--- src/rtl/ltic_defs.svh ---
// Offsets, field positions, reset values and timing counts of the link test and I2C control bank
`ifndef LTIC_DEFS_SVH
`define LTIC_DEFS_SVH

`define LTIC_ADDR_SELF_TEST   8'h14
`define LTIC_ADDR_WATCHDOG    8'h16
`define LTIC_ADDR_I2C_CTRL    8'h17
`define LTIC_ADDR_SCL_HIGH    8'h18

`define LTIC_BIT_SELF_TEST_EN 0
`define LTIC_BIT_LINK_MODE    4
`define LTIC_BIT_WDOG_DIS     0
`define LTIC_BIT_FWD_ALL      7

`define LTIC_RST_SELF_TEST    8'h00
`define LTIC_RST_WATCHDOG     8'hfe
`define LTIC_RST_I2C_CTRL     8'h1e
`define LTIC_RST_SCL_HIGH     8'h7f

// Clock period and documented time units
`define LTIC_CLK_PERIOD_NS    10
`define LTIC_WDOG_STEP_MS     2
`define LTIC_HOLD_STEP_NS     40
`define LTIC_FILTER_STEP_NS   5
// Extra oscillator periods added to the SCL high count
`define LTIC_SCL_HIGH_EXTRA   5
// Cycles per watchdog step: 2 ms at 10 ns
`define LTIC_WDOG_STEP_CYC    ((`LTIC_WDOG_STEP_MS * 1000000) / `LTIC_CLK_PERIOD_NS)
// Cycles per hold step, rounded up
`define LTIC_HOLD_STEP_CYC    ((`LTIC_HOLD_STEP_NS + `LTIC_CLK_PERIOD_NS - 1) / `LTIC_CLK_PERIOD_NS)

`endif

--- src/rtl/ltic_pkg.sv ---
// Types of the link test and I2C control bank
package ltic_pkg;

  typedef enum logic [1:0] {
    LTIC_CLK_PIXEL,
    LTIC_CLK_OSC_33,
    LTIC_CLK_OSC_100
  } ltic_test_clock_type;

  typedef struct packed {
    logic       wr;
    logic       rd;
    logic       remote;
    logic [7:0] addr;
    logic [7:0] wdata;
  } ltic_reg_req_type;

  typedef struct packed {
    logic       self_test_enable;
    logic [1:0] test_clock_select;
  } ltic_port_test_type;

  typedef enum logic [1:0] {
    LTIC_WD_IDLE,
    LTIC_WD_RUN,
    LTIC_WD_EXPIRED
  } ltic_wd_state_type;

endpackage : ltic_pkg

--- src/rtl/ltic_sync_filter.sv ---
// Two-flop synchroniser with a programmable glitch filter and hold delay
`include "ltic_defs.svh"

module ltic_sync_filter (
  input  wire logic       clk,
  input  wire logic       arst_n,
  input  wire logic       pin_in,
  input  wire logic [3:0] filter_depth,
  input  wire logic [2:0] hold_steps,
  output logic            filt_out
);

  logic        meta_r;
  logic        sync_r;
  logic        stable_r;
  logic [4:0]  run_r;
  logic [27:0] hold_r;
  logic [4:0]  min_run;

  // ************************************************
  // Synchroniser
  // ************************************************
  always_ff @(posedge clk or negedge arst_n) begin
    if (!arst_n) begin
      meta_r <= 1'b1;
      sync_r <= 1'b1;
    end else begin
      meta_r <= pin_in;
      sync_r <= meta_r;
    end
  end

  // ************************************************
  // Glitch filter
  // ************************************************
  // Depth in 5 ns units; a 10 ns clock resolves to whole cycles, rounded up
  assign min_run = 5'((({1'b0, filter_depth} * `LTIC_FILTER_STEP_NS) + `LTIC_CLK_PERIOD_NS - 1)
                   / `LTIC_CLK_PERIOD_NS);

  always_ff @(posedge clk or negedge arst_n) begin
    if (!arst_n) begin
      stable_r <= 1'b1;
      run_r    <= 5'h00;
    end else if (sync_r == stable_r) begin
      run_r <= 5'h00;
    end else if (run_r >= min_run) begin
      stable_r <= sync_r;
      run_r    <= 5'h00;
    end else begin
      run_r <= run_r + 5'h01;
    end
  end

  // ************************************************
  // Hold delay line
  // ************************************************
  // Shift line long enough for 7 steps of 40 ns
  always_ff @(posedge clk or negedge arst_n) begin
    if (!arst_n) begin
      hold_r <= 28'hfffffff;
    end else begin
      hold_r <= {hold_r[26:0], stable_r};
    end
  end

  always_ff @(posedge clk or negedge arst_n) begin
    if (!arst_n) begin
      filt_out <= 1'b1;
    end else if (hold_steps == 3'h0) begin
      filt_out <= stable_r;
    end else begin
      filt_out <= hold_r[5'(hold_steps * `LTIC_HOLD_STEP_CYC - 1)];
    end
  end

endmodule // ltic_sync_filter

--- src/rtl/ltic_scl_high_timer.sv ---
// Counts the minimum SCL high period of the local master
`include "ltic_defs.svh"

module ltic_scl_high_timer (
  input  wire logic       clk,
  input  wire logic       arst_n,
  input  wire logic       osc_tick,
  input  wire logic       start,
  input  wire logic [7:0] high_count,
  output logic            busy,
  output logic            done
);

  logic [8:0] cnt_r;

  always_ff @(posedge clk or negedge arst_n) begin
    if (!arst_n) begin
      cnt_r <= 9'h000;
      done  <= 1'b0;
    end else begin
      done <= 1'b0;
      if (start) begin
        cnt_r <= 9'(high_count) + 9'(`LTIC_SCL_HIGH_EXTRA);
      end else if (osc_tick && cnt_r != 9'h000) begin
        cnt_r <= cnt_r - 9'h001;
        done  <= (cnt_r == 9'h001);
      end
    end
  end

  assign busy = (cnt_r != 9'h000);

endmodule // ltic_scl_high_timer

--- src/rtl/ltic_regs.sv ---
// Link test and I2C control register bank with watchdog, forwarding and I2C timing
`include "ltic_defs.svh"

module ltic_regs (
  input  wire logic                         clk,
  input  wire logic                         arst_n,
  // Register access from local I2C target or the side channel
  input  wire ltic_pkg::ltic_reg_req_type   reg_req,
  output logic [7:0]                        reg_rdata,
  output logic                              reg_rvalid,
  // Port select held by the port select register
  input  wire logic                         second_port_select,
  input  wire logic                         split_mode,
  // Oscillator enable pulse, nominal period
  input  wire logic                         osc_tick,
  // Control channel transaction tracking
  input  wire logic                         chan_start,
  input  wire logic                         chan_done,
  output logic                              chan_abort,
  // Local I2C forwarding decision
  input  wire logic                         i2c_addr_valid,
  input  wire logic [6:0]                   i2c_addr,
  input  wire logic [6:0]                   own_target_addr,
  input  wire logic [6:0]                   remote_deser_addr,
  input  wire logic [6:0]                   remote_target_addr,
  input  wire logic                         i2c_on_second_port,
  output logic                              forward_access,
  // I2C pins
  input  wire logic                         scl_pin,
  input  wire logic                         sda_pin,
  output logic                              scl_filtered,
  output logic                              sda_filtered,
  // Local master SCL high timing
  input  wire logic                         scl_high_start,
  output logic                              scl_high_busy,
  output logic                              scl_high_done,
  // Per-port self-test controls, shared link mode enable and channel timeout disable
  output ltic_pkg::ltic_port_test_type      port_test_first,
  output ltic_pkg::ltic_port_test_type      port_test_second,
  output ltic_pkg::ltic_test_clock_type     active_clock_first,
  output ltic_pkg::ltic_test_clock_type     active_clock_second,
  output logic                              special_link_mode_enable,
  output logic                              channel_timeout_disable
);

  // ************************************************
  // Register state
  // ************************************************
  ltic_pkg::ltic_port_test_type test_first_r;
  ltic_pkg::ltic_port_test_type test_second_r;
  logic                         link_mode_r;
  logic [6:0]                   timeout_r;
  logic                         wdog_dis_r;
  logic                         fwd_all_first_r;
  logic                         fwd_all_second_r;
  logic [2:0]                   sda_hold_r;
  logic [3:0]                   filter_depth_r;
  logic [7:0]                   scl_high_r;

  logic wr_test;
  logic wr_wdog;
  logic wr_i2c;
  logic wr_scl;
  logic use_second;

  assign wr_test = reg_req.wr && reg_req.addr == `LTIC_ADDR_SELF_TEST;
  assign wr_wdog = reg_req.wr && reg_req.addr == `LTIC_ADDR_WATCHDOG;
  assign wr_i2c  = reg_req.wr && reg_req.addr == `LTIC_ADDR_I2C_CTRL;
  assign wr_scl  = reg_req.wr && reg_req.addr == `LTIC_ADDR_SCL_HIGH;

  // Outside splitter or 2:2 operation only the first self-test copy is used
  assign use_second = second_port_select && split_mode;

  // ************************************************
  // Self-test register
  // ************************************************
  always_ff @(posedge clk or negedge arst_n) begin
    if (!arst_n) begin
      test_first_r  <= '0;
      test_second_r <= '0;
    end else if (wr_test) begin
      if (use_second) begin
        test_second_r.self_test_enable  <= reg_req.wdata[`LTIC_BIT_SELF_TEST_EN];
        test_second_r.test_clock_select <= reg_req.wdata[2:1];
      end else begin
        test_first_r.self_test_enable  <= reg_req.wdata[`LTIC_BIT_SELF_TEST_EN];
        test_first_r.test_clock_select <= reg_req.wdata[2:1];
      end
    end
  end

  always_ff @(posedge clk or negedge arst_n) begin
    if (!arst_n) begin
      link_mode_r <= 1'(`LTIC_RST_SELF_TEST >> `LTIC_BIT_LINK_MODE);
    end else if (wr_test && !reg_req.remote) begin
      link_mode_r <= reg_req.wdata[`LTIC_BIT_LINK_MODE];
    end
  end

  function automatic ltic_pkg::ltic_test_clock_type clk_decode(input ltic_pkg::ltic_port_test_type t);
    if (!t.self_test_enable) begin
      clk_decode = ltic_pkg::LTIC_CLK_PIXEL;
    end else if (t.test_clock_select[1]) begin
      clk_decode = ltic_pkg::LTIC_CLK_OSC_100;
    end else if (t.test_clock_select[0]) begin
      clk_decode = ltic_pkg::LTIC_CLK_OSC_33;
    end else begin
      clk_decode = ltic_pkg::LTIC_CLK_PIXEL;
    end
  endfunction

  assign port_test_first          = test_first_r;
  assign port_test_second         = test_second_r;
  assign special_link_mode_enable = link_mode_r;

  // Registered so a clock mux select never glitches while a write lands
  always_ff @(posedge clk or negedge arst_n) begin
    if (!arst_n) begin
      active_clock_first  <= ltic_pkg::LTIC_CLK_PIXEL;
      active_clock_second <= ltic_pkg::LTIC_CLK_PIXEL;
    end else begin
      active_clock_first  <= clk_decode(test_first_r);
      active_clock_second <= clk_decode(test_second_r);
    end
  end

  // ************************************************
  // Watchdog register
  // ************************************************
  always_ff @(posedge clk or negedge arst_n) begin
    if (!arst_n) begin
      timeout_r  <= 7'(`LTIC_RST_WATCHDOG >> 1);
      wdog_dis_r <= 1'(`LTIC_RST_WATCHDOG);
    end else if (wr_wdog) begin
      timeout_r  <= reg_req.wdata[7:1];
      wdog_dis_r <= reg_req.wdata[`LTIC_BIT_WDOG_DIS];
    end
  end

  assign channel_timeout_disable = wdog_dis_r;

  // ************************************************
  // I2C control and SCL high registers
  // ************************************************
  always_ff @(posedge clk or negedge arst_n) begin
    if (!arst_n) begin
      fwd_all_first_r  <= 1'(`LTIC_RST_I2C_CTRL >> `LTIC_BIT_FWD_ALL);
      fwd_all_second_r <= 1'(`LTIC_RST_I2C_CTRL >> `LTIC_BIT_FWD_ALL);
    end else if (wr_i2c) begin
      if (second_port_select) begin
        fwd_all_second_r <= reg_req.wdata[`LTIC_BIT_FWD_ALL];
      end else begin
        fwd_all_first_r <= reg_req.wdata[`LTIC_BIT_FWD_ALL];
      end
    end
  end

  always_ff @(posedge clk or negedge arst_n) begin
    if (!arst_n) begin
      sda_hold_r     <= 3'(`LTIC_RST_I2C_CTRL >> 4);
      filter_depth_r <= 4'(`LTIC_RST_I2C_CTRL);
    end else if (wr_i2c) begin
      sda_hold_r     <= reg_req.wdata[6:4];
      filter_depth_r <= reg_req.wdata[3:0];
    end
  end

  always_ff @(posedge clk or negedge arst_n) begin
    if (!arst_n) begin
      scl_high_r <= `LTIC_RST_SCL_HIGH;
    end else if (wr_scl) begin
      scl_high_r <= reg_req.wdata;
    end
  end

  // ************************************************
  // Read path
  // ************************************************
  always_ff @(posedge clk or negedge arst_n) begin
    if (!arst_n) begin
      reg_rdata  <= 8'h00;
      reg_rvalid <= 1'b0;
    end else begin
      reg_rvalid <= reg_req.rd;
      if (reg_req.rd) begin
        case (reg_req.addr)
          `LTIC_ADDR_SELF_TEST: begin
            reg_rdata <= use_second ? {3'h0, link_mode_r, 1'b0, test_second_r.test_clock_select,
                                       test_second_r.self_test_enable}
                                    : {3'h0, link_mode_r, 1'b0, test_first_r.test_clock_select,
                                       test_first_r.self_test_enable};
          end
          `LTIC_ADDR_WATCHDOG: begin
            reg_rdata <= {timeout_r, wdog_dis_r};
          end
          `LTIC_ADDR_I2C_CTRL: begin
            reg_rdata <= {second_port_select ? fwd_all_second_r : fwd_all_first_r,
                          sda_hold_r, filter_depth_r};
          end
          `LTIC_ADDR_SCL_HIGH: begin
            reg_rdata <= scl_high_r;
          end
          default: begin
            reg_rdata <= 8'h00;
          end
        endcase
      end
    end
  end

  // ************************************************
  // Control channel watchdog
  // ************************************************
  // Step counter shared by all transactions; a full 7-bit count of 2 ms steps
  ltic_pkg::ltic_wd_state_type wd_state_r;
  logic [17:0]                 step_cnt_r;
  logic [6:0]                  steps_r;
  logic                        step_tick;

  assign step_tick = (step_cnt_r == 18'(`LTIC_WDOG_STEP_CYC - 1));

  always_ff @(posedge clk or negedge arst_n) begin
    if (!arst_n) begin
      wd_state_r <= ltic_pkg::LTIC_WD_IDLE;
      step_cnt_r <= 18'h00000;
      steps_r    <= 7'h00;
      chan_abort <= 1'b0;
    end else begin
      chan_abort <= 1'b0;
      case (wd_state_r)
        ltic_pkg::LTIC_WD_IDLE: begin
          if (chan_start) begin
            wd_state_r <= ltic_pkg::LTIC_WD_RUN;
            step_cnt_r <= 18'h00000;
            steps_r    <= 7'h00;
          end
        end
        ltic_pkg::LTIC_WD_RUN: begin
          if (chan_done) begin
            wd_state_r <= ltic_pkg::LTIC_WD_IDLE;
          end else if (chan_start) begin
            step_cnt_r <= 18'h00000;
            steps_r    <= 7'h00;
          end else if (step_tick) begin
            step_cnt_r <= 18'h00000;
            steps_r    <= steps_r + 7'h01;
            // A zero timeout is never programmed, so expire on reaching it
            if (steps_r + 7'h01 >= timeout_r && !wdog_dis_r) begin
              wd_state_r <= ltic_pkg::LTIC_WD_EXPIRED;
            end
          end else begin
            step_cnt_r <= step_cnt_r + 18'h00001;
          end
        end
        ltic_pkg::LTIC_WD_EXPIRED: begin
          // A new transaction supersedes the stalled one, so it is not aborted
          if (chan_start) begin
            wd_state_r <= ltic_pkg::LTIC_WD_RUN;
            step_cnt_r <= 18'h00000;
            steps_r    <= 7'h00;
          end else begin
            // A disable written in the step that expires still suppresses the abort; one written while in expiry lands too late
            chan_abort <= !wdog_dis_r;
            wd_state_r <= ltic_pkg::LTIC_WD_IDLE;
          end
        end
        default: begin
          wd_state_r <= ltic_pkg::LTIC_WD_IDLE;
        end
      endcase
    end
  end

  // ************************************************
  // Forwarding decision
  // ************************************************
  logic fwd_all_sel;

  assign fwd_all_sel = i2c_on_second_port ? fwd_all_second_r : fwd_all_first_r;

  always_ff @(posedge clk or negedge arst_n) begin
    if (!arst_n) begin
      forward_access <= 1'b0;
    end else if (!i2c_addr_valid) begin
      forward_access <= 1'b0;
    end else if (fwd_all_sel) begin
      forward_access <= (i2c_addr != own_target_addr);
    end else begin
      forward_access <= (i2c_addr == remote_deser_addr) || (i2c_addr == remote_target_addr);
    end
  end

  // ************************************************
  // Pin filtering and master timing
  // ************************************************
  ltic_sync_filter u_scl_filter (
    .clk          (clk),
    .arst_n       (arst_n),
    .pin_in       (scl_pin),
    .filter_depth (filter_depth_r),
    .hold_steps   (3'h0),
    .filt_out     (scl_filtered)
  );

  ltic_sync_filter u_sda_filter (
    .clk          (clk),
    .arst_n       (arst_n),
    .pin_in       (sda_pin),
    .filter_depth (filter_depth_r),
    .hold_steps   (sda_hold_r),
    .filt_out     (sda_filtered)
  );

  ltic_scl_high_timer u_scl_high (
    .clk        (clk),
    .arst_n     (arst_n),
    .osc_tick   (osc_tick),
    .start      (scl_high_start),
    .high_count (scl_high_r),
    .busy       (scl_high_busy),
    .done       (scl_high_done)
  );

endmodule // ltic_regs

--- config.mk ---
export PLATFORM = sky130hd
export DESIGN_NAME = ltic_regs
export DESIGN_NICKNAME = d
export VERILOG_FILES = /design/src/rtl/ltic_pkg.sv /design/src/rtl/ltic_sync_filter.sv /design/src/rtl/ltic_scl_high_timer.sv /design/src/rtl/ltic_regs.sv
export VERILOG_INCLUDE_DIRS = /design/src /design/src/rtl
export SDC_FILE = /design/constraint.sdc
export NUM_CORES = 1
export LEC_CHECK = 0
export BUFFER_PORTS_ARGS = -buffer_cell sky130_fd_sc_hd__clkbuf_2
export CAP_MARGIN = 10
export CORE_UTILIZATION = 50
export DETAILED_ROUTE_END_ITERATION = 12
export PLACE_DENSITY = 0.72
export SKIP_LAST_GASP = 1
export SLEW_MARGIN = 25
export SYNTH_ARGS = -nofsm -noshare
export SYNTH_HDL_FRONTEND = slang
export SYNTH_HIERARCHICAL = 1
export SYNTH_SLANG_ARGS = --single-unit
--- constraint.sdc ---
create_clock -name clk -period 5.05 [get_ports clk]
set_input_delay 0.7575 -clock clk [delete_from_list [all_inputs] [get_ports clk]]
set_output_delay 0.7575 -clock clk [all_outputs]
set_load 0.02 [all_outputs]
==> flow_metrics.py <==
metrics = {
    "timing": {
        "fmax_ghz": 0.202,
        "drv_slew": 0,
        "worst_pin_slew_ns": 0.781,
        "setup_viol": 0,
        "slew_headroom_pct": 47.6,
        "hold_viol": 0,
        "period_minus_slack_ns": 4.94,
        "finalClockSkew_ns": 0.00765,
        "period_share_pct": 97.9,
        "rsz0062_at_grt": "true",
    },
    "layout": {
        "n_antenna_cell": 0,
        "final.fill_count": 1397,
        "fin_util_pct": 60.5,
        "layout_commonest_cell": "clkbuf_2",
        "drive_gt1_share_pct": 36.3,
        "multi_input_comb_area_sq_um": 4650,
        "layout_common_cells": "clkbuf_2, dfstp_2, dfrtp_1",
        "final_nets": 1025,
        "design_area_sq_um": 10400,
        "syn_to_final_growth_pct": 18.5,
        "regArea_sq_um": 4060,
    },
    "flow_run": {
        "cap_violations": 0,
    },
    "power_and_ir_drop": {
        "ir_worst_vdd_uv": 337,
        "clock_power_share_pct": 36.2,
        "power_density_nw_per_um2": 350,
        "p_seq_share_pct": 47.4,
        "p_leak_nw": 4.58,
        "p_sw_share_pct": 27.5,
        "p_switching_mw": 1.00,
        "p_int_mw": 2.65,
        "combPwrFrac_pct": 16.4,
    },
    "critical_path": {
        "path_max_fanout": 4,
        "startpoint_type": "flop",
        "crit_type": "flop to flop",
        "reg2reg_depth": 18,
        "worstPathArrival_ns": 5.30,
        "crit_path_end_kind": "flop",
        "required_ns": 5.41,
    },
    "logic_synthesis": {
        "yosysWarningCount": 6,
        "synth_enable_flop_cells": 0,
        "syn-instance-count": 801,
        "ys_types": 104,
        "synthesis.area_sq_um": 8800,
        "synth_ff_type": "dfstp_2",
        "synth-async-reset-ratio_pct": 100,
        "synth_seq_area_share_pct": 46.1,
        "syn_avg_cell_area_sq_um": 11.0,
        "synth-seq-cells": 158,
    },
    "clock_network": {
        "clkTransAtPathRegs_ns": 0.07,
        "holdBufCountCts": 0,
        "h-tree-depth": 4,
        "cts.sinks": 158,
        "root_buffer": "clkbuf_16",
        "clk_latency_ns": 0.43,
        "numCtsBuffers": 17,
        "clk_path_buf_depth": 2,
        "cts_tree": "done",
    },
    "routing": {
        "drc": 1,
        "drt-initial-drc-count": 428,
        "drt_wl_total_mm": 19.3,
        "vias_per_cell": 5.68,
        "vias": 6570,
        "wl_per_cell_um": 16.7,
        "dr.pass1.iters": 11,
        "ant_nets": 0,
    },
    "worst_hold_path": {
        "hold_class": "input port to asynchronous set/reset pin",
    },
    "floorplanning": {
        "die-area_sq_um": 18100,
        "io_pins": 86,
        "die_x_um": 135,
        "fp-row-count": 48,
        "fp.coreArea_sq_um": 17200,
        "die_y_um": 135,
        "start_util_pct": 51.1,
    },
    "grt": {
        "grtUsageMet1_pct": 30.5,
        "grtUsageTotal_pct": 22.3,
        "antenna_found_initial": 0,
        "grt_use_met2_pct": 36.2,
        "grt_first_pass_wirelength_mm": 31.5,
        "grt_use_met3_pct": 3.79,
        "top_usage_layer": "met2",
        "grt_pass1_vias": 6350,
        "grt-ovfl-total": 0,
        "grt_max_degree": 78,
    },
    "place": {
        "placed_area_sq_um": 9650,
        "dp_hpwl_mm": 14.2,
        "gp_congestion": 0.855,
        "port_buffers": 85,
    },
    "status": {
        "violations": "DRC",
        "outcome": "finished, violations left",
    },
}
[final timing paths]
kind                                                   start                                end  slack [ns]
setup / recovery               filter_depth_r[2]$_DFFE_PN1P_  u_scl_filter/stable_r$_DFFE_PN1P_        0.11
hold / removal                                        arst_n    u_scl_high/cnt_r[6]$_DFFE_PN0P_        0.35
setup reg to reg               filter_depth_r[2]$_DFFE_PN1P_  u_scl_filter/stable_r$_DFFE_PN1P_        0.11
hold reg to reg            u_sda_filter/hold_r[13]$_DFF_PN1_  u_sda_filter/hold_r[14]$_DFF_PN1_        0.35
max in group asynchronous                             arst_n   u_scl_filter/hold_r[0]$_DFF_PN1_        3.69
min in group clk           u_sda_filter/hold_r[13]$_DFF_PN1_  u_sda_filter/hold_r[14]$_DFF_PN1_        0.35
[critical path, cell delays in order (launching register included)]
cell      delay, ns
dfstp_2        0.59
ha_4           0.15
fa_2           0.47
a31oi_4        0.25
xor2_2         0.19
nand2_2        0.10
ha_4           0.24
or3_1          0.31
o32a_1         0.17
a22o_2         0.23
nor3b_2        0.16
mux2i_1        0.14
or4_4          0.55
ha_4           0.25
nand2b_1       0.13
a21o_1         0.17
a21o_1         0.16
a211oi_2       0.30
mux2_4         0.32
[metal layers]
metal  wire length [um]  vias up
met5                  0        -
met4                305        0
met3                796       23
met2               9250      182
met1               8960     3203
li1                   -     3162
[flip-flops by register name (all words and copies together), names as in the netlist, 7 cells and up]
signal	flops
step_cnt_r	18
reg_rdata	8
timeout_r	7
steps_r	7
u_sda_filter/hold_r	28
u_scl_filter/hold_r	28
u_scl_high/cnt_r	9
scl_high_r	8
[cells by family (layout without fill, tap and decap cells)]
| group | count (synthesis) | after routing | synth area share, % |
|---|---|---|---|
| AOI/OAI and AO/OA | 172 | 172 | 14.5 |
| muxes | 55 | 55 | 7.18 |
| buffers and inverters | 69 | 194 | 3.45 |
| other | 1 | 6 | 0.0426 |
| xor gates and xnor gates | 59 | 59 | 6.34 |
| and+or+nand+nor | 238 | 238 | 15.2 |
| adders and majority gates | 49 | 49 | 7.12 |
| DFF | 158 | 158 | 46.1 |
[Yosys cell counts, types with 25 or more instances]
cell type | instances | area, sq um
ha_1 | 46 | 576
mux2_2 | 33 | 372
nor2_1 | 47 | 176
nand2_1 | 48 | 180
nand3_1 | 25 | 125
a21oi_1 | 25 | 125
xor2_1 | 26 | 228
xnor2_1 | 29 | 254
inv_1 | 49 | 184
o21ai_0 | 27 | 135
dfrtp_1 | 76 | 1900
dfstp_2 | 82 | 2150
[through the flow]
stage,hold slack (ns),total power [mW],TNS (ns),setup slack (ns),cells
finish,0.351,3.65,0,0.106,1156
global route,0.358,3.82,-0.261,-0.0556,1156
CTS,0.355,3.65,-0.00700,-0.00700,1152
detailed placement,0.347,2.30,-0.233,-0.0789,1120
global placement,0.346,2.29,0,0.0643,1120
floorplan,0.345,2.10,0,0.00104,806
[repair_timing]
item | in CTS | in global routing
pin swaps | 0 | 17
gates resized for setup | 3 | 23
buffers inserted | 0 | 4
setup endpoints to repair | 6 | 12
gates cloned | 0 | 0
[power by group through the flow]
stage	logic, mW	clock network, mW	registers, mW
2_1_floorplan	0.392	0	1.71
3_3_place_gp	0.545	0	1.74
3_5_place_dp	0.556	0	1.75
4_1_cts	0.565	1.35	1.74
5_1_grt	0.664	1.40	1.76
6_report	0.598	1.32	1.73
[final cells by class]
cell class              instances  area share, %
multi-input cells             579           44.6
flip-flops and latches        158           38.9
repair buffers                112           6.16
clock buffers                  18           4.21
well taps                     225           2.70
inverters                      50           1.80
clock inverters                14           1.66
No activity file was read; power rests on OpenSTA's default activity.
